File: src/hw/rx_status_regs.svh
// Register offsets, status word layout and frame limits of the receive status block
`ifndef RX_STATUS_REGS_SVH
`define RX_STATUS_REGS_SVH

// ==========================================================================
// Register byte offsets
`define REG_MAC_CONTROL 4'h0
`define REG_RX_STATUS_PORT 4'h4
`define REG_RX_CONTROL 4'h8

// ==========================================================================
// Register fields and reset values
`define MAC_CONTROL_REGISTER_RECEIVE_ENABLE 2
`define MAC_CONTROL_REGISTER_PASS_BAD 16
`define MAC_CONTROL_REGISTER_RESET 32'h0000_0000
`define CTRL_ERR_BIT 0
`define CTRL_FLUSH_BIT 1
`define CTRL_HALTED_BIT 1
`define CTRL_LEVEL_LSB 8

// ==========================================================================
// Status word fields
`define ST_FILTER_FAIL 30
`define ST_LEN_MSB 29
`define ST_LEN_LSB 16
`define ST_ERR_SUM 15
`define ST_BCAST 13
`define ST_LEN_ERR 12
`define ST_RUNT 11
`define ST_MCAST 10
`define ST_TOO_LONG 7
`define ST_LATE_COL 6
`define ST_FRAME_TYPE 5
`define ST_WDOG 4
`define ST_MII_ERR 3
`define ST_DRIBBLE 2
`define ST_CRC 1

// ==========================================================================
// Frame limits and field positions in bytes, dribble bit counts and the broadcast byte value
`define MIN_FRAME_BYTES 14'h0040
`define MAX_FRAME_BYTES 14'h05ee
`define MAX_LEN_FIELD 16'h05dc
`define HEADER_BYTES 14'h000e
`define FRAME_OVERHEAD 16'h0012
`define DEST_ADDR_BYTES 14'h0006
`define TYPE_HI_INDEX 14'h000c
`define TYPE_LO_INDEX 14'h000d
`define WDOG_BYTES 14'h0800
`define DRIBBLE_MII 3'h4
`define DRIBBLE_10M 3'h3
`define BCAST_BYTE 8'hff

`endif

File: src/hw/rx_status_pkg.sv
// Types shared by the receive status block
package rx_status_pkg;

    // ==========================================================================
    // Receiver states
    typedef enum logic [1:0] {
        RX_IDLE = 2'b00,
        RX_FRAME = 2'b01,
        RX_HALTED = 2'b10
    } rx_state_t;

endpackage

File: src/hw/rx_status_word.sv
// Receive status word builder, status FIFO and receiver stop/start control
// Operation
// - Flag length mismatch against length/type field
// - Flag runt when frame under 64 bytes
// - Drop runt status unless pass-bad set
// - Flag multicast destination address
// - Reserved status bits always read zero
// - Flag frames over 1518 bytes, never truncate
// - Flag collision seen after collision window
// - Frame type when field above 1500
// - Flag watchdog expiry on overlong frame
// - Flag receive error seen during frame
// - Flag dribble bits: 4 MII, 3+ 10M
// - No dribble flag when late collision set
// - CRC flag on bad FCS or receive error
// - CRC flag meaningless for runt, late, watchdog
// - Single halted pulse once receiver stops
// - Error flag on underruns or status overrun
// - Receiver keeps running after error flag
// - Error summary is OR of 11,7,6,1
// - Frame byte count in bits 29:16
// - Flag address filtering failure
// - Flag broadcast destination address
`include "rx_status_regs.svh"
`timescale 1ns/10ps
`default_nettype none

module rx_status_word #(
    parameter int DEPTH = 16,
    parameter logic [13:0] WDOG_LIMIT = `WDOG_BYTES
) (
    // Clock and reset
    input wire logic clk_i,
    input wire logic rst_i,
    // Avalon-MM slave
    input wire logic [3:0] avs_address_i,
    input wire logic avs_read_i,
    input wire logic avs_write_i,
    input wire logic [3:0] avs_byteenable_i,
    input wire logic [31:0] avs_writedata_i,
    output logic [31:0] avs_readdata_o,
    output logic avs_waitrequest_o,
    // Frame events from the receive MAC
    input wire logic rx_sof_i,
    input wire logic rx_byte_valid_i,
    input wire logic [7:0] rx_byte_i,
    input wire logic rx_eof_i,
    input wire logic rx_er_i,
    input wire logic rx_collision_i,
    input wire logic rx_crc_fail_i,
    input wire logic [2:0] rx_dribble_bits_i,
    input wire logic rx_speed_10_i,
    input wire logic rx_filter_fail_i,
    // Data FIFO side
    input wire logic rx_data_underrun_i,
    // Events
    output logic receiver_halted_pulse_o,
    output logic receiver_error_flag_o
);

    localparam int AW = $clog2(DEPTH);

    typedef struct packed {
        rx_status_pkg::rx_state_t st;
        logic receive_enable_bit;
        logic pass_bad;
        logic receiver_error_flag;
        logic receiver_halted_pulse;
        logic [13:0] cnt;
        logic mcast;
        logic bcast;
        logic [15:0] ltype;
        logic late;
        logic rxer;
        logic [DEPTH-1:0][31:0] mem;
        logic [AW:0] wp;
        logic [AW:0] rp;
        logic waitreq;
        logic pend_empty;
        logic [31:0] rdata;
    } state_t;

    state_t s;
    state_t next_s;

    logic [31:0] stat;
    logic push;
    logic [13:0] cnt_fin;
    logic [15:0] expect_len;
    logic runt;
    logic accept;
    logic done;
    logic full;
    logic empty;
    logic err_set;
    logic err_clr;

    function automatic logic [AW-1:0] idx(input logic [AW:0] p);
        return p[AW-1:0];
    endfunction

    assign full = (s.wp[AW] != s.rp[AW]) && (idx(s.wp) == idx(s.rp));
    assign empty = (s.wp == s.rp);
    assign accept = (avs_read_i || avs_write_i) && s.waitreq;
    assign done = (avs_read_i || avs_write_i) && !s.waitreq;

    // ==========================================================================
    // Next state
    always_comb begin
        next_s = s;
        next_s.receiver_halted_pulse = 1'b0;
        stat = 32'h0000_0000;
        push = 1'b0;
        cnt_fin = s.cnt;
        expect_len = 16'h0000;
        runt = 1'b0;
        err_set = 1'b0;
        err_clr = 1'b0;

        // Receiver control
        case (s.st)
            rx_status_pkg::RX_HALTED: begin
                if (s.receive_enable_bit) begin
                    next_s.st = rx_status_pkg::RX_IDLE;
                end
            end
            rx_status_pkg::RX_IDLE: begin
                if (!s.receive_enable_bit) begin
                    next_s.st = rx_status_pkg::RX_HALTED;
                    next_s.receiver_halted_pulse = 1'b1;
                end else if (rx_sof_i) begin
                    next_s.st = rx_status_pkg::RX_FRAME;
                    next_s.cnt = 14'h0000;
                    next_s.mcast = 1'b0;
                    next_s.bcast = 1'b1;
                    next_s.ltype = 16'h0000;
                    next_s.late = 1'b0;
                    next_s.rxer = 1'b0;
                end
            end
            rx_status_pkg::RX_FRAME: begin
                if (rx_byte_valid_i) begin
                    if (s.cnt == 14'h0000) begin
                        next_s.mcast = rx_byte_i[0];
                    end
                    if (s.cnt < `DEST_ADDR_BYTES && rx_byte_i != `BCAST_BYTE) begin
                        next_s.bcast = 1'b0;
                    end
                    if (s.cnt == `TYPE_HI_INDEX) begin
                        next_s.ltype[15:8] = rx_byte_i;
                    end
                    if (s.cnt == `TYPE_LO_INDEX) begin
                        next_s.ltype[7:0] = rx_byte_i;
                    end
                    if (s.cnt != 14'h3fff) begin
                        next_s.cnt = s.cnt + 14'h0001;
                    end
                end
                if (rx_collision_i && s.cnt >= `MIN_FRAME_BYTES) begin
                    next_s.late = 1'b1;
                end
                if (rx_er_i) begin
                    next_s.rxer = 1'b1;
                end
                if (rx_eof_i) begin
                    cnt_fin = next_s.cnt;
                    runt = cnt_fin < `MIN_FRAME_BYTES;
                    expect_len = next_s.ltype + `FRAME_OVERHEAD;
                    if (expect_len < {2'b00, `MIN_FRAME_BYTES}) begin
                        expect_len = {2'b00, `MIN_FRAME_BYTES};
                    end
                    stat[`ST_FILTER_FAIL] = rx_filter_fail_i;
                    stat[`ST_LEN_MSB:`ST_LEN_LSB] = cnt_fin;
                    stat[`ST_BCAST] = next_s.bcast && cnt_fin >= `DEST_ADDR_BYTES;
                    stat[`ST_LEN_ERR] = cnt_fin >= `HEADER_BYTES
                        && next_s.ltype <= `MAX_LEN_FIELD
                        && {2'b00, cnt_fin} != expect_len;
                    stat[`ST_RUNT] = runt;
                    stat[`ST_MCAST] = next_s.mcast && cnt_fin != 14'h0000;
                    stat[`ST_TOO_LONG] = cnt_fin > `MAX_FRAME_BYTES;
                    stat[`ST_LATE_COL] = next_s.late;
                    stat[`ST_FRAME_TYPE] = cnt_fin >= `HEADER_BYTES
                        && next_s.ltype > `MAX_LEN_FIELD;
                    stat[`ST_WDOG] = cnt_fin > WDOG_LIMIT;
                    stat[`ST_MII_ERR] = next_s.rxer;
                    stat[`ST_DRIBBLE] = !next_s.late && (rx_speed_10_i
                        ? rx_dribble_bits_i >= `DRIBBLE_10M
                        : rx_dribble_bits_i == `DRIBBLE_MII);
                    // Raw value kept; host ignores it for runt, late or watchdog frames
                    stat[`ST_CRC] = rx_crc_fail_i || next_s.rxer;
                    stat[`ST_ERR_SUM] = stat[`ST_RUNT] | stat[`ST_TOO_LONG]
                        | stat[`ST_LATE_COL] | stat[`ST_CRC];
                    push = !runt || s.pass_bad;
                    if (!s.receive_enable_bit) begin
                        next_s.st = rx_status_pkg::RX_HALTED;
                        next_s.receiver_halted_pulse = 1'b1;
                    end else begin
                        next_s.st = rx_status_pkg::RX_IDLE;
                    end
                end
            end
            default: begin
                next_s.st = rx_status_pkg::RX_HALTED;
            end
        endcase

        // Status FIFO write side
        if (push) begin
            if (full) begin
                err_set = 1'b1;
            end else begin
                next_s.mem[idx(s.wp)] = stat;
                next_s.wp = s.wp + 1'b1;
            end
        end
        if (rx_data_underrun_i) begin
            err_set = 1'b1;
        end

        // Bus slave: sample on the first cycle, complete on the next
        next_s.waitreq = !accept;
        if (accept && avs_read_i) begin
            case (avs_address_i)
                `REG_MAC_CONTROL: begin
                    next_s.rdata = `MAC_CONTROL_REGISTER_RESET;
                    next_s.rdata[`MAC_CONTROL_REGISTER_RECEIVE_ENABLE] = s.receive_enable_bit;
                    next_s.rdata[`MAC_CONTROL_REGISTER_PASS_BAD] = s.pass_bad;
                end
                `REG_RX_STATUS_PORT: begin
                    next_s.rdata = empty ? 32'h0000_0000 : s.mem[idx(s.rp)];
                    next_s.pend_empty = empty;
                end
                `REG_RX_CONTROL: begin
                    next_s.rdata = 32'h0000_0000;
                    next_s.rdata[`CTRL_ERR_BIT] = s.receiver_error_flag;
                    next_s.rdata[`CTRL_HALTED_BIT] = (s.st == rx_status_pkg::RX_HALTED);
                    next_s.rdata[`CTRL_LEVEL_LSB +: 8] = 8'(s.wp - s.rp);
                end
                default: begin
                    next_s.rdata = 32'h0000_0000;
                end
            endcase
        end
        if (done && avs_read_i && avs_address_i == `REG_RX_STATUS_PORT) begin
            if (s.pend_empty) begin
                err_set = 1'b1;
            end else begin
                next_s.rp = s.rp + 1'b1;
            end
        end
        if (done && avs_write_i) begin
            case (avs_address_i)
                `REG_MAC_CONTROL: begin
                    if (avs_byteenable_i[0]) begin
                        next_s.receive_enable_bit = avs_writedata_i[`MAC_CONTROL_REGISTER_RECEIVE_ENABLE];
                    end
                    if (avs_byteenable_i[2]) begin
                        next_s.pass_bad = avs_writedata_i[`MAC_CONTROL_REGISTER_PASS_BAD];
                    end
                end
                `REG_RX_CONTROL: begin
                    if (avs_byteenable_i[0]) begin
                        err_clr = avs_writedata_i[`CTRL_ERR_BIT];
                        if (avs_writedata_i[`CTRL_FLUSH_BIT]
                            && s.st == rx_status_pkg::RX_HALTED) begin
                            next_s.wp = '0;
                            next_s.rp = '0;
                        end
                    end
                end
                default: begin
                    next_s.rdata = s.rdata;
                end
            endcase
        end

        // A new error wins over a clear in the same cycle
        next_s.receiver_error_flag = (s.receiver_error_flag && !err_clr) || err_set;
    end

    // ==========================================================================
    // State register
    always_ff @(posedge clk_i or posedge rst_i) begin
        if (rst_i) begin
            s <= '0;
            s.st <= rx_status_pkg::RX_HALTED;
            s.bcast <= 1'b1;
            s.waitreq <= 1'b1;
        end else begin
            s <= next_s;
        end
    end

    assign avs_readdata_o = s.rdata;
    assign avs_waitrequest_o = s.waitreq;
    assign receiver_halted_pulse_o = s.receiver_halted_pulse;
    assign receiver_error_flag_o = s.receiver_error_flag;
endmodule

`default_nettype wire

File: config.mk
export PLATFORM = sky130hd
export DESIGN_NAME = rx_status_word
export DESIGN_NICKNAME = d
export VERILOG_FILES = /design/src/hw/rx_status_pkg.sv /design/src/hw/rx_status_word.sv
export VERILOG_INCLUDE_DIRS = /design/src /design/src/hw
export SDC_FILE = /design/constraint.sdc
export NUM_CORES = 1
export LEC_CHECK = 0
export BUFFER_PORTS_ARGS = -buffer_cell sky130_fd_sc_hd__buf_4
export CAP_MARGIN = 15
export CORE_MARGIN = 8
export CORE_UTILIZATION = 55
export DETAILED_ROUTE_END_ITERATION = 10
export GPL_TIMING_DRIVEN = 0
export MAX_ROUTING_LAYER = met4
export PLACE_DENSITY_LB_ADDON = 0.05
export SLEW_MARGIN = 10
export SYNTH_ARGS = -nofsm -noshare
export SYNTH_HDL_FRONTEND = slang
export SYNTH_SLANG_ARGS = --single-unit
File: constraint.sdc
create_clock -name clk_i -period 16 [get_ports clk_i]
set_input_delay 0.8 -clock clk_i [delete_from_list [all_inputs] [get_ports clk_i]]
set_output_delay 0.8 -clock clk_i [all_outputs]
set_load 0.005 [all_outputs]
==> key figures, run 1 <==
Drt
  – Vias/cell: approximately 6.2
  – Vias: 19500
  – DRT met1 WL: 32100 um
  – Routed WL: 77800 um
  – Met3 WL: approximately 7400 um
  – Met2 Wirelength: 36100 um
  – Drt first pass iters: 6
  – Top layer in use: met4
  – DR WL/cell: 24.7 um
  – DR DRC count: 0
  – Remaining antenna violation count after routing: 0
  – Initial DRC count: 2022

Worst setup path
  – Crit path DAT: 6.83 ns
  – Worst reg-to-reg path cell count: 11
  – Worst setup EP type: flop
  – Crit Path Max Fanout: 10
  – R2R Setup Slk: 9.67 ns
  – CP Launch Type: flop
  – WP data required: between 15 and 20 ns
  – RR Endpoint: s[529]$_DFFE_PP0P_
  – Reg-to-reg startpoint: s[35]$_DFF_PP0_
  – Worst setup path category: reg2reg
  – CP Capture Point: s[529]$_DFFE_PP0P_
  – Critical path origin: s[35]$_DFF_PP0_

Power and ir drop
  – Clock network power share: 41.4%
  – Sw frac: between 20% and 30%
  – Logic pwr share: 15.5%
  – Cell internal pwr: 2230 uW
  – Psw: 873 uW
  – Max rail drop VDD: 0.0876 mV
  – Flop pwr share: 43.1%
  – PD cells: 109 mW/mm2
  – Leak pwr: between 0.01 and 0.015 uW

Global routing
  – First-pass GRT wire length: approximately 120000 um
  – Vias in the first global route: 19400
  – Antenna violations before repair: 1
  – GRT Overall Usage: 30.4%
  – Largest net degree at the start of global routing: 119
  – Overflow after GRT: 0

Logic synthesis
  – FFs w/ async S/R, synth: 100%
  – Syn Nets: 2452
  – Cell count after synthesis: 2372
  – Cell area after synthesis: about 0.025 mm2
  – Main flop type after synthesis: dfrtp_1
  – Synth cell types: 72
  – Seq/Total Area, Yosys: 51.3%
  – Synth Warn #: 0
  – Post-Syn Area per Cell: roughly 11 um2
  – Post-synth EDFFs: 0
  – Yosys top cell area share: 51.0%
  – Area leader, netlist: dfrtp_1
  – Yosys reg bits: 515
  – Dominant cells by area after synthesis: dfrtp_1 (51%), mux4_2 (12%), nand2_1 (9.1%)

Clock tree
  – CTS tree: done
  – CTS Hold Buffers Added: 0
  – Max Root-Sink Buffers: 3
  – Total setup buffers inserted after CTS: 0
  – Root Driver: clkbuf_16
  – Num CTS Buffers: 55
  – Sink Count: 515
  – PostCTS Resize Cnt: 0
  – H-tree depth: 2
  – Skew-Pair Late Insertion Delay: 0.63 ns
  – Clock-pin slew on the worst setup and hold paths: 0.06 ns

Timing
  – Fin Setup TNS: 0 ns
  – Final Skew: 0.0222 ns
  – Slew headroom: between 10% and 20%
  – Worst slew pin tran: 1.22 ns
  – Final period utilization: 39.5%
  – Fin crit period: 6.33 ns
  – RSZ-0062 raised after global routing: false
  – Hold Fails Final Rpt: 0
  – Final setup viols: 0
  – Fin. max-slew vios: 0
  – Worst setup margin: between 9 and 10 ns
  – Fmax: 158 MHz

Place
  – Dpl ws: between 9 and 10 ns
  – Final HPWL DP: 55900 um
  – PortBufs: 61
  – Area after DPL: about 0.027 mm2
  – Final GP Congestion: 0.941

Floorplan
  – # IOs: 99
  – Die width: 230 um
  – Total core area: 0.0453 mm2
  – Row count: 78
  – Die ar.: roughly 0.053 mm2
  – Die height: 230 um
  – Starting density of the core: 55.5%

Min path
  – Worst hold path class: in2async

Outcome
  – Status: finished clean

Final layout
  – Area Overhead vs Synth: 12.9%
  – # fillers: around 3800
  – Highest-count cells in the layout ignoring fill and taps: nand2_1 (609), dfrtp_1 (512), o21ai_0 (328)
  – Commonest non-fill, non-tap cell in the layout: nand2_1
  – Final nets: approximately 2600
  – Final Instance Area: ~0.028 mm2
  – Share of cells above drive strength 1: about 18%

Flow run
  – Maxcap violations: 0
==> registers in the layout, indices dropped and copies added, names as in the netlist <==
signal,cells
avs_readdata_o,31
receiver_error_flag_o,1
receiver_halted_pulse_o,1
avs_waitrequest_o,1
s,481
==> area by class of cell <==
cell class,count,area [um2],area share (%)
buffer,217,995,3.50
timing repair buffer,72,638,2.25
clock inverter,12,151,0.533
clock buffer,92,1680,5.90
inverter,35,139,0.489
multi-input combinational,1605,11100,39.3
sequential,515,12900,45.4
antenna,1,2.50,0.00882
tap,600,751,2.64
==> synthesized netlist by cell type, types with 5 or more instances <==
master     instances
nand2_1          609
dfrtp_1          512
o21ai_0          328
clkbuf_1         141
mux4_2           135
mux2_2            86
nor2_1            62
nand3_1           39
inv_1             35
mux2i_1           34
buf_4             33
a21oi_1           30
buf_1             25
nand4_1           25
xnor2_1           24
nor3_1            23
ha_1              15
a22o_1            14
xor2_1            14
buf_2             13
or3_1             12
o31ai_1           11
a2111oi_2          9
and2_1             9
nor2b_1            9
a21o_1             7
and4_1             7
nand2b_1           7
a2111oi_0          6
and3_1             6
nor4_1             6
o21ai_1            6
o22ai_1            6
a22oi_1            5
buf_6              5
==> how the worst min path moves through the flow <==
stage,cells after the start,start,endpoint
floorplan,2,s[110]$_DFFE_PP0P_,s[110]$_DFFE_PP0P_
global placement,2,s[388]$_DFFE_PP0P_,s[388]$_DFFE_PP0P_
detailed placement,2,s[375]$_DFFE_PP0P_,s[375]$_DFFE_PP0P_
CTS,2,rst_i,avs_readdata_o[23]$_DFFE_PP0P_
global route,2,rst_i,avs_readdata_o[25]$_DFFE_PP0P_
finish,2,rst_i,s[481]$_DFFE_PP0P_
==> routing by layer <==
metal  vias up  GRT usage [%]
li1       8550              -
met1      9907           40.7
met2       904           46.4
met3       142           7.25
met4         0           8.32
met5         -              -
==> cell families after synthesis <==
group                      after synthesis  synth area share, %
adders and majority gates               16                0.826
xor gates and xnor gates                38                 1.32
other                                    1               0.0149
AOI/OAI and AO/OA                      452                 10.4
and+or+nand+nor                        842                 14.3
muxes                                  256                 17.4
DFF                                    515                 51.3
buffers and inverters                  252                 4.47
==> power groups by stage <==
stage	Clock [uW]	Combinational, uW	Sequential [uW]
after floorplan	0	307	1350
after detailed placement	0	473	1360
final	1280	481	1340
after global routing	1350	510	1340
after global placement	0	462	1360
after CTS	1300	474	1340
==> critical path, cell delays in order (launching register included) <==
cell and delay [ns]:
dfrtp_1 0.49, clkbuf_1 0.86, clkbuf_1 0.97, buf_1 0.80
inv_1 0.11, ha_1 0.33, nand4_1 0.14, nor2_1 0.46
or3_1 0.20, clkbuf_1 0.76, buf_2 0.64, mux2_2 0.40
==> stage by stage <==
stage	std cells	total power [uW]	util, %	hold slack (ns)
2_1_floorplan	2372	1660	-	0.441
3_3_place_gp	3033	1820	58.2	0.454
3_5_place_dp	3040	1830	58.5	0.461
4_1_cts	3144	3110	62.6	0.231
5_1_grt	3149	3200	62.7	0.258
6_report	3149	3100	62.7	0.209
(Power assumes the default switching activity.)
==> run 2, diff against run 1 <==
--- a/config.mk
+++ b/config.mk
@@ -6,6 +6,7 @@
 export SDC_FILE = /design/constraint.sdc
 export NUM_CORES = 1
 export LEC_CHECK = 0
+export ABC_AREA = 1
 export BUFFER_PORTS_ARGS = -buffer_cell sky130_fd_sc_hd__buf_4
 export CAP_MARGIN = 15
 export CORE_MARGIN = 8
==> constraint.sdc (replaced) <==
create_clock -name clk_i -period 6.1 [get_ports clk_i]
set_input_delay 0.305 -clock clk_i [delete_from_list [all_inputs] [get_ports clk_i]]
set_output_delay 0.305 -clock clk_i [all_outputs]
set_load 0.005 [all_outputs]
==> run 2 against run 1 <==
Count of clock-buffer cells in the layout shrank 2. Combinational power grew to 9.0 times the previous value. Synthesized area grew 1.5%. Largest cell class unchanged. Clock power grew to 2.6 times the previous value. Hold slack lost 0.16 ns. Via count grew 24%. Critical endpoint is now avs_readdata_o[21]$_DFFE_PP0P_. Global-route usage grew 7.0 points. Clock skew grew 0.0019 ns. First-iteration DRC count grew 52%. Highest routed layer unchanged.
==> key figures, run 2 <==
Logic synthesis
  – Most common cell in the synthesized netlist: nand2_1 (unchanged)
  – Syn Nets: 3242 (was 2452)
  – Yosys top cell area share: 50.2% (was 51.0%)
  – Most frequent cells after synthesis: nand2_1 (837), o21ai_0 (537), dfrtp_1 (512), inv_1 (231), nor2_1 (200) (was nand2_1 (609), dfrtp_1 (512), o21ai_0 (328), clkbuf_1 (141), mux4_2 (135))
  – Post-Syn Area per Cell: 8.07 um2 (was 10.6 um2)
  – Yosys reg bits: 515 (unchanged)
  – Dominant cells by area after synthesis: dfrtp_1 (50%), nand2_1 (12%), o21ai_0 (11%) (was dfrtp_1 (51%), mux4_2 (12%), nand2_1 (9.1%))
  – FFs w/ async S/R, synth: 100% (unchanged)
  – Synth Warn #: 0 (unchanged)
  – Seq/Total Area, Yosys: 50.5% (was 51.3%)
  – Main flop type after synthesis: dfrtp_1 (unchanged)
  – Post-synth EDFFs: 0 (unchanged)
  – Area leader, netlist: dfrtp_1 (unchanged)
  – Cell count after synthesis: 3162 (was 2372)
  – Synth cell types: 54 (was 72)
  – Cell area after synthesis: 0.0255 mm2 (was 0.0251 mm2)

Final layout
  – Max reg flops: 481 (unchanged)
  – Largest reg by FF count: s (unchanged)
  – Share of cells above drive strength 1: 11.6% (was 18.2%)
  – Final nets: 3393 (was 2581)
  – Area Overhead vs Synth: 13.7% (was 12.9%)
  – Highest-count cells in the layout ignoring fill and taps: nand2_1 (837), o21ai_0 (537), dfrtp_1 (512) (was nand2_1 (609), dfrtp_1 (512), o21ai_0 (328))
  – Commonest non-fill, non-tap cell in the layout: nand2_1 (unchanged)
  – Final Non-Filler Cells: 3962 (was 3149)
  – Final Instance Area: 0.0290 mm2 (was 0.0284 mm2)

Worst setup path
  – WP data required: 6.62 ns (was 16.50 ns)
  – Worst setup path category: reg2reg (unchanged)
  – Crit Path Max Fanout: 10 (unchanged)
  – Crit-path cells: clkbuf_1 > inv_1 > clkbuf_1 > clkbuf_1 > ha_1 > nand2_1 > nor2_1 > nand2_1 > nand2_1 > nor2_1 > inv_1 > clkbuf_1 > o21ai_0 (was clkbuf_1 > clkbuf_1 > buf_1 > inv_1 > ha_1 > nand4_1 > nor2_1 > or3_1 > clkbuf_1 > buf_2 > mux2_2)
  – Crit path DAT: 5.18 ns (was 6.83 ns)
  – Crit-path slowest cell: clkbuf_1 (unchanged)
  – CP top delay family: buffers and inverters (unchanged)
  – CP Launch Type: flop (unchanged)
  – Max stage delay on crit path: 0.61 ns (was 0.97 ns)
  – Worst setup EP type: flop (unchanged)
  – Most used cell, CP: clkbuf_1 (unchanged)
  – Crit path buf inv count: 6 (unchanged)

Clock tree
  – Num CTS Buffers: 56 (was 55)
  – Sink Count: 515 (unchanged)
  – CTS tree: done (unchanged)
  – H-tree depth: 2 (unchanged)
  – Root Driver: clkbuf_16 (unchanged)
  – PostCTS Resize Cnt: 0 (unchanged)
  – Total setup buffers inserted after CTS: 0 (unchanged)
  – Max Root-Sink Buffers: 3 (unchanged)
  – Clock-pin slew on the worst setup and hold paths: 0.06 ns (about the same)
  – Skew-Pair Late Insertion Delay: 0.64 ns (was 0.63 ns)

Timing
  – Final period utilization: 76.5% (was 39.5%)
  – Worst slew pin tran: 1.28 ns (was 1.22 ns)
  – Final Skew: 0.0241 ns (was 0.0222 ns)
  – Fin crit period: 4.67 ns (was 6.33 ns)
  – Slew headroom: 14.1% (was 18.7%)
  – Final setup viols: 0 (unchanged)
  – Fin. max-slew vios: 0 (unchanged)
  – Hold Fails Final Rpt: 0 (unchanged)
  – RSZ-0062 raised after global routing: false (unchanged)
  – Fmax: 214 MHz (was 158 MHz)

Floorplan
  – Row count: 79 (was 78)
  – Total core area: 0.0462 mm2 (was 0.0453 mm2)
  – Starting density of the core: 55.3% (was 55.5%)
  – # IOs: 99 (unchanged)
  – Die height: 231 um (was 230 um)
  – Die width: 231 um (was 230 um)
  – Die ar.: 0.0536 mm2 (was 0.0528 mm2)

Power and ir drop
  – PD cells: 422 mW/mm2 (was 109 mW/mm2)
  – Leak pwr: 0.0138 uW (was 0.0127 uW)
  – Max rail drop VDD: 0.301 mV (was 0.0876 mV)

Global routing
  – First-pass GRT wire length: 146000 um (was 120000 um)
  – GRT Overall Usage: 37.4% (was 30.4%)
  – Antenna violations before repair: 1 (unchanged)
  – Overflow after GRT: 0 (unchanged)
  – Vias in the first global route: 23300 (was 19400)
  – Largest net degree at the start of global routing: 39 (was 119)

Place
  – Final GP Congestion: 1.03 (was 0.941)
  – PortBufs: 66 (was 61)
  – Final HPWL DP: 72000 um (was 55900 um)
  – Area after DPL: 0.0271 mm2 (was 0.0265 mm2)
  – Placed Cells: 3852 (was 3040)

Drt
  – Remaining antenna violation count after routing: 0 (unchanged)
  – Vias/cell: 6.12 (was 6.19)
  – Initial DRC count: 3073 (was 2022)
  – Drt first pass iters: 6 (unchanged)
  – Routed WL: 97900 um (was 77800 um)
  – DR WL/cell: 24.7 um (about the same)
  – DR DRC count: 0 (unchanged)
  – Vias: 24200 (was 19500)

Outcome
  – Status: finished clean (unchanged)

Flow run
  – Maxcap violations: 0 (unchanged)

Min path
  – Worst hold path class: in2reg (was in2async)
[run 2: changes by cell type after synthesis, sizes merged, moves of 87 or more]
cell / change
nand2: +245
nor2: +166
inv: +216
a21oi: +107
o21ai: +340
mux4: -135
mux2: -87
[run 2: path summary, 6_finish.rpt]
check,from,endpoint,slack (ns),depth (start not counted)
min in group asynchronous,rst_i,s[387]$_DFFE_PP0P_,0.17,3
worst min-delay path,rx_er_i,s[556]$_DFFE_PP0P_,0.05,5
worst max register to register,s[35]$_DFF_PP0_,avs_readdata_o[21]$_DFFE_PP0P_,1.43,13
worst max-delay path,s[35]$_DFF_PP0_,avs_readdata_o[21]$_DFFE_PP0P_,1.43,13
max in group asynchronous,rst_i,s[241]$_DFFE_PP0P_,4.41,8
worst min register to register,s[285]$_DFFE_PP0P_,s[285]$_DFFE_PP0P_,0.47,2
[run 2: layout make-up]
| class | count | area [um2] |
|---|---|---|
| fill | 4073 | 17100 |
| sequential | 515 | 12900 |
| multi-input combinational | 2156 | 10400 |
| clock buffer | 90 | 1760 |
| buffer | 232 | 1270 |
| inverter | 259 | 993 |
| timing repair buffer | 93 | 917 |
| tap | 607 | 759 |
| clock inverter | 9 | 56.3 |
| antenna | 1 | 2.50 |
[run 2: where the power goes]
group	internal, uW	switching [uW]	total, uW	leakage [uW]
Combinational	1210	3130	4340	0.00610
Clock	1960	1440	3390	0.000905
Sequential	4150	356	4510	0.00676
[run 2: worst register-to-register path: cells and delay by family, from the launching register on]
kind	cells	cell delay (ns)
adder cells (fa/ha/maj)	1	0.36
AO/OA/AOI/OAI	1	0.33
flip-flops	1	0.43
AND/OR/NAND/NOR	5	1.00
buffers and inverters	6	2.43
[run 2: cells by family after synthesis]
| group | Yosys count | share of synthesized area (%) |
|---|---|---|
| simple gates | 1207 | 19.8 |
| compound gates | 917 | 19.4 |
| flops | 515 | 50.5 |
| buf+inv | 491 | 8.85 |
| fa+ha+maj | 16 | 0.814 |
| xor+xnor | 15 | 0.544 |
| other cells | 1 | 0.0147 |
[run 2: per-stage QoR]
step	hold WS, ns	util, %	total power, uW	setup slack [ns]	TNS [ns]
finish	0.0504	62.9	12200	1.43	0
global route	0.0829	62.9	12700	1.45	0
CTS	0.0195	62.8	12100	1.70	0
detailed placement	0.262	58.7	8690	1.74	0
global placement	0.449	58.0	8570	-4.18	-2114.73
floorplan	0.395	-	7030	-1.20	-612.78
[run 2: what timing repair did]
action,in CTS,in global routing
endpoints found under the setup margin,0,0
hold buffers,8,0
endpoints found under the hold margin,77,0
[run 2: routing by layer]
| metal | vias to the layer above | global-route usage (%) | routed length (um) |
|---|---|---|---|
| li1 | 10700 | - | - |
| met1 | 11800 | 49.2 | 38900 |
| met2 | 1445 | 53.6 | 42700 |
| met3 | 330 | 7.93 | 10200 |
| met4 | 0 | 20.9 | 6170 |
| met5 | - | - | 0 |
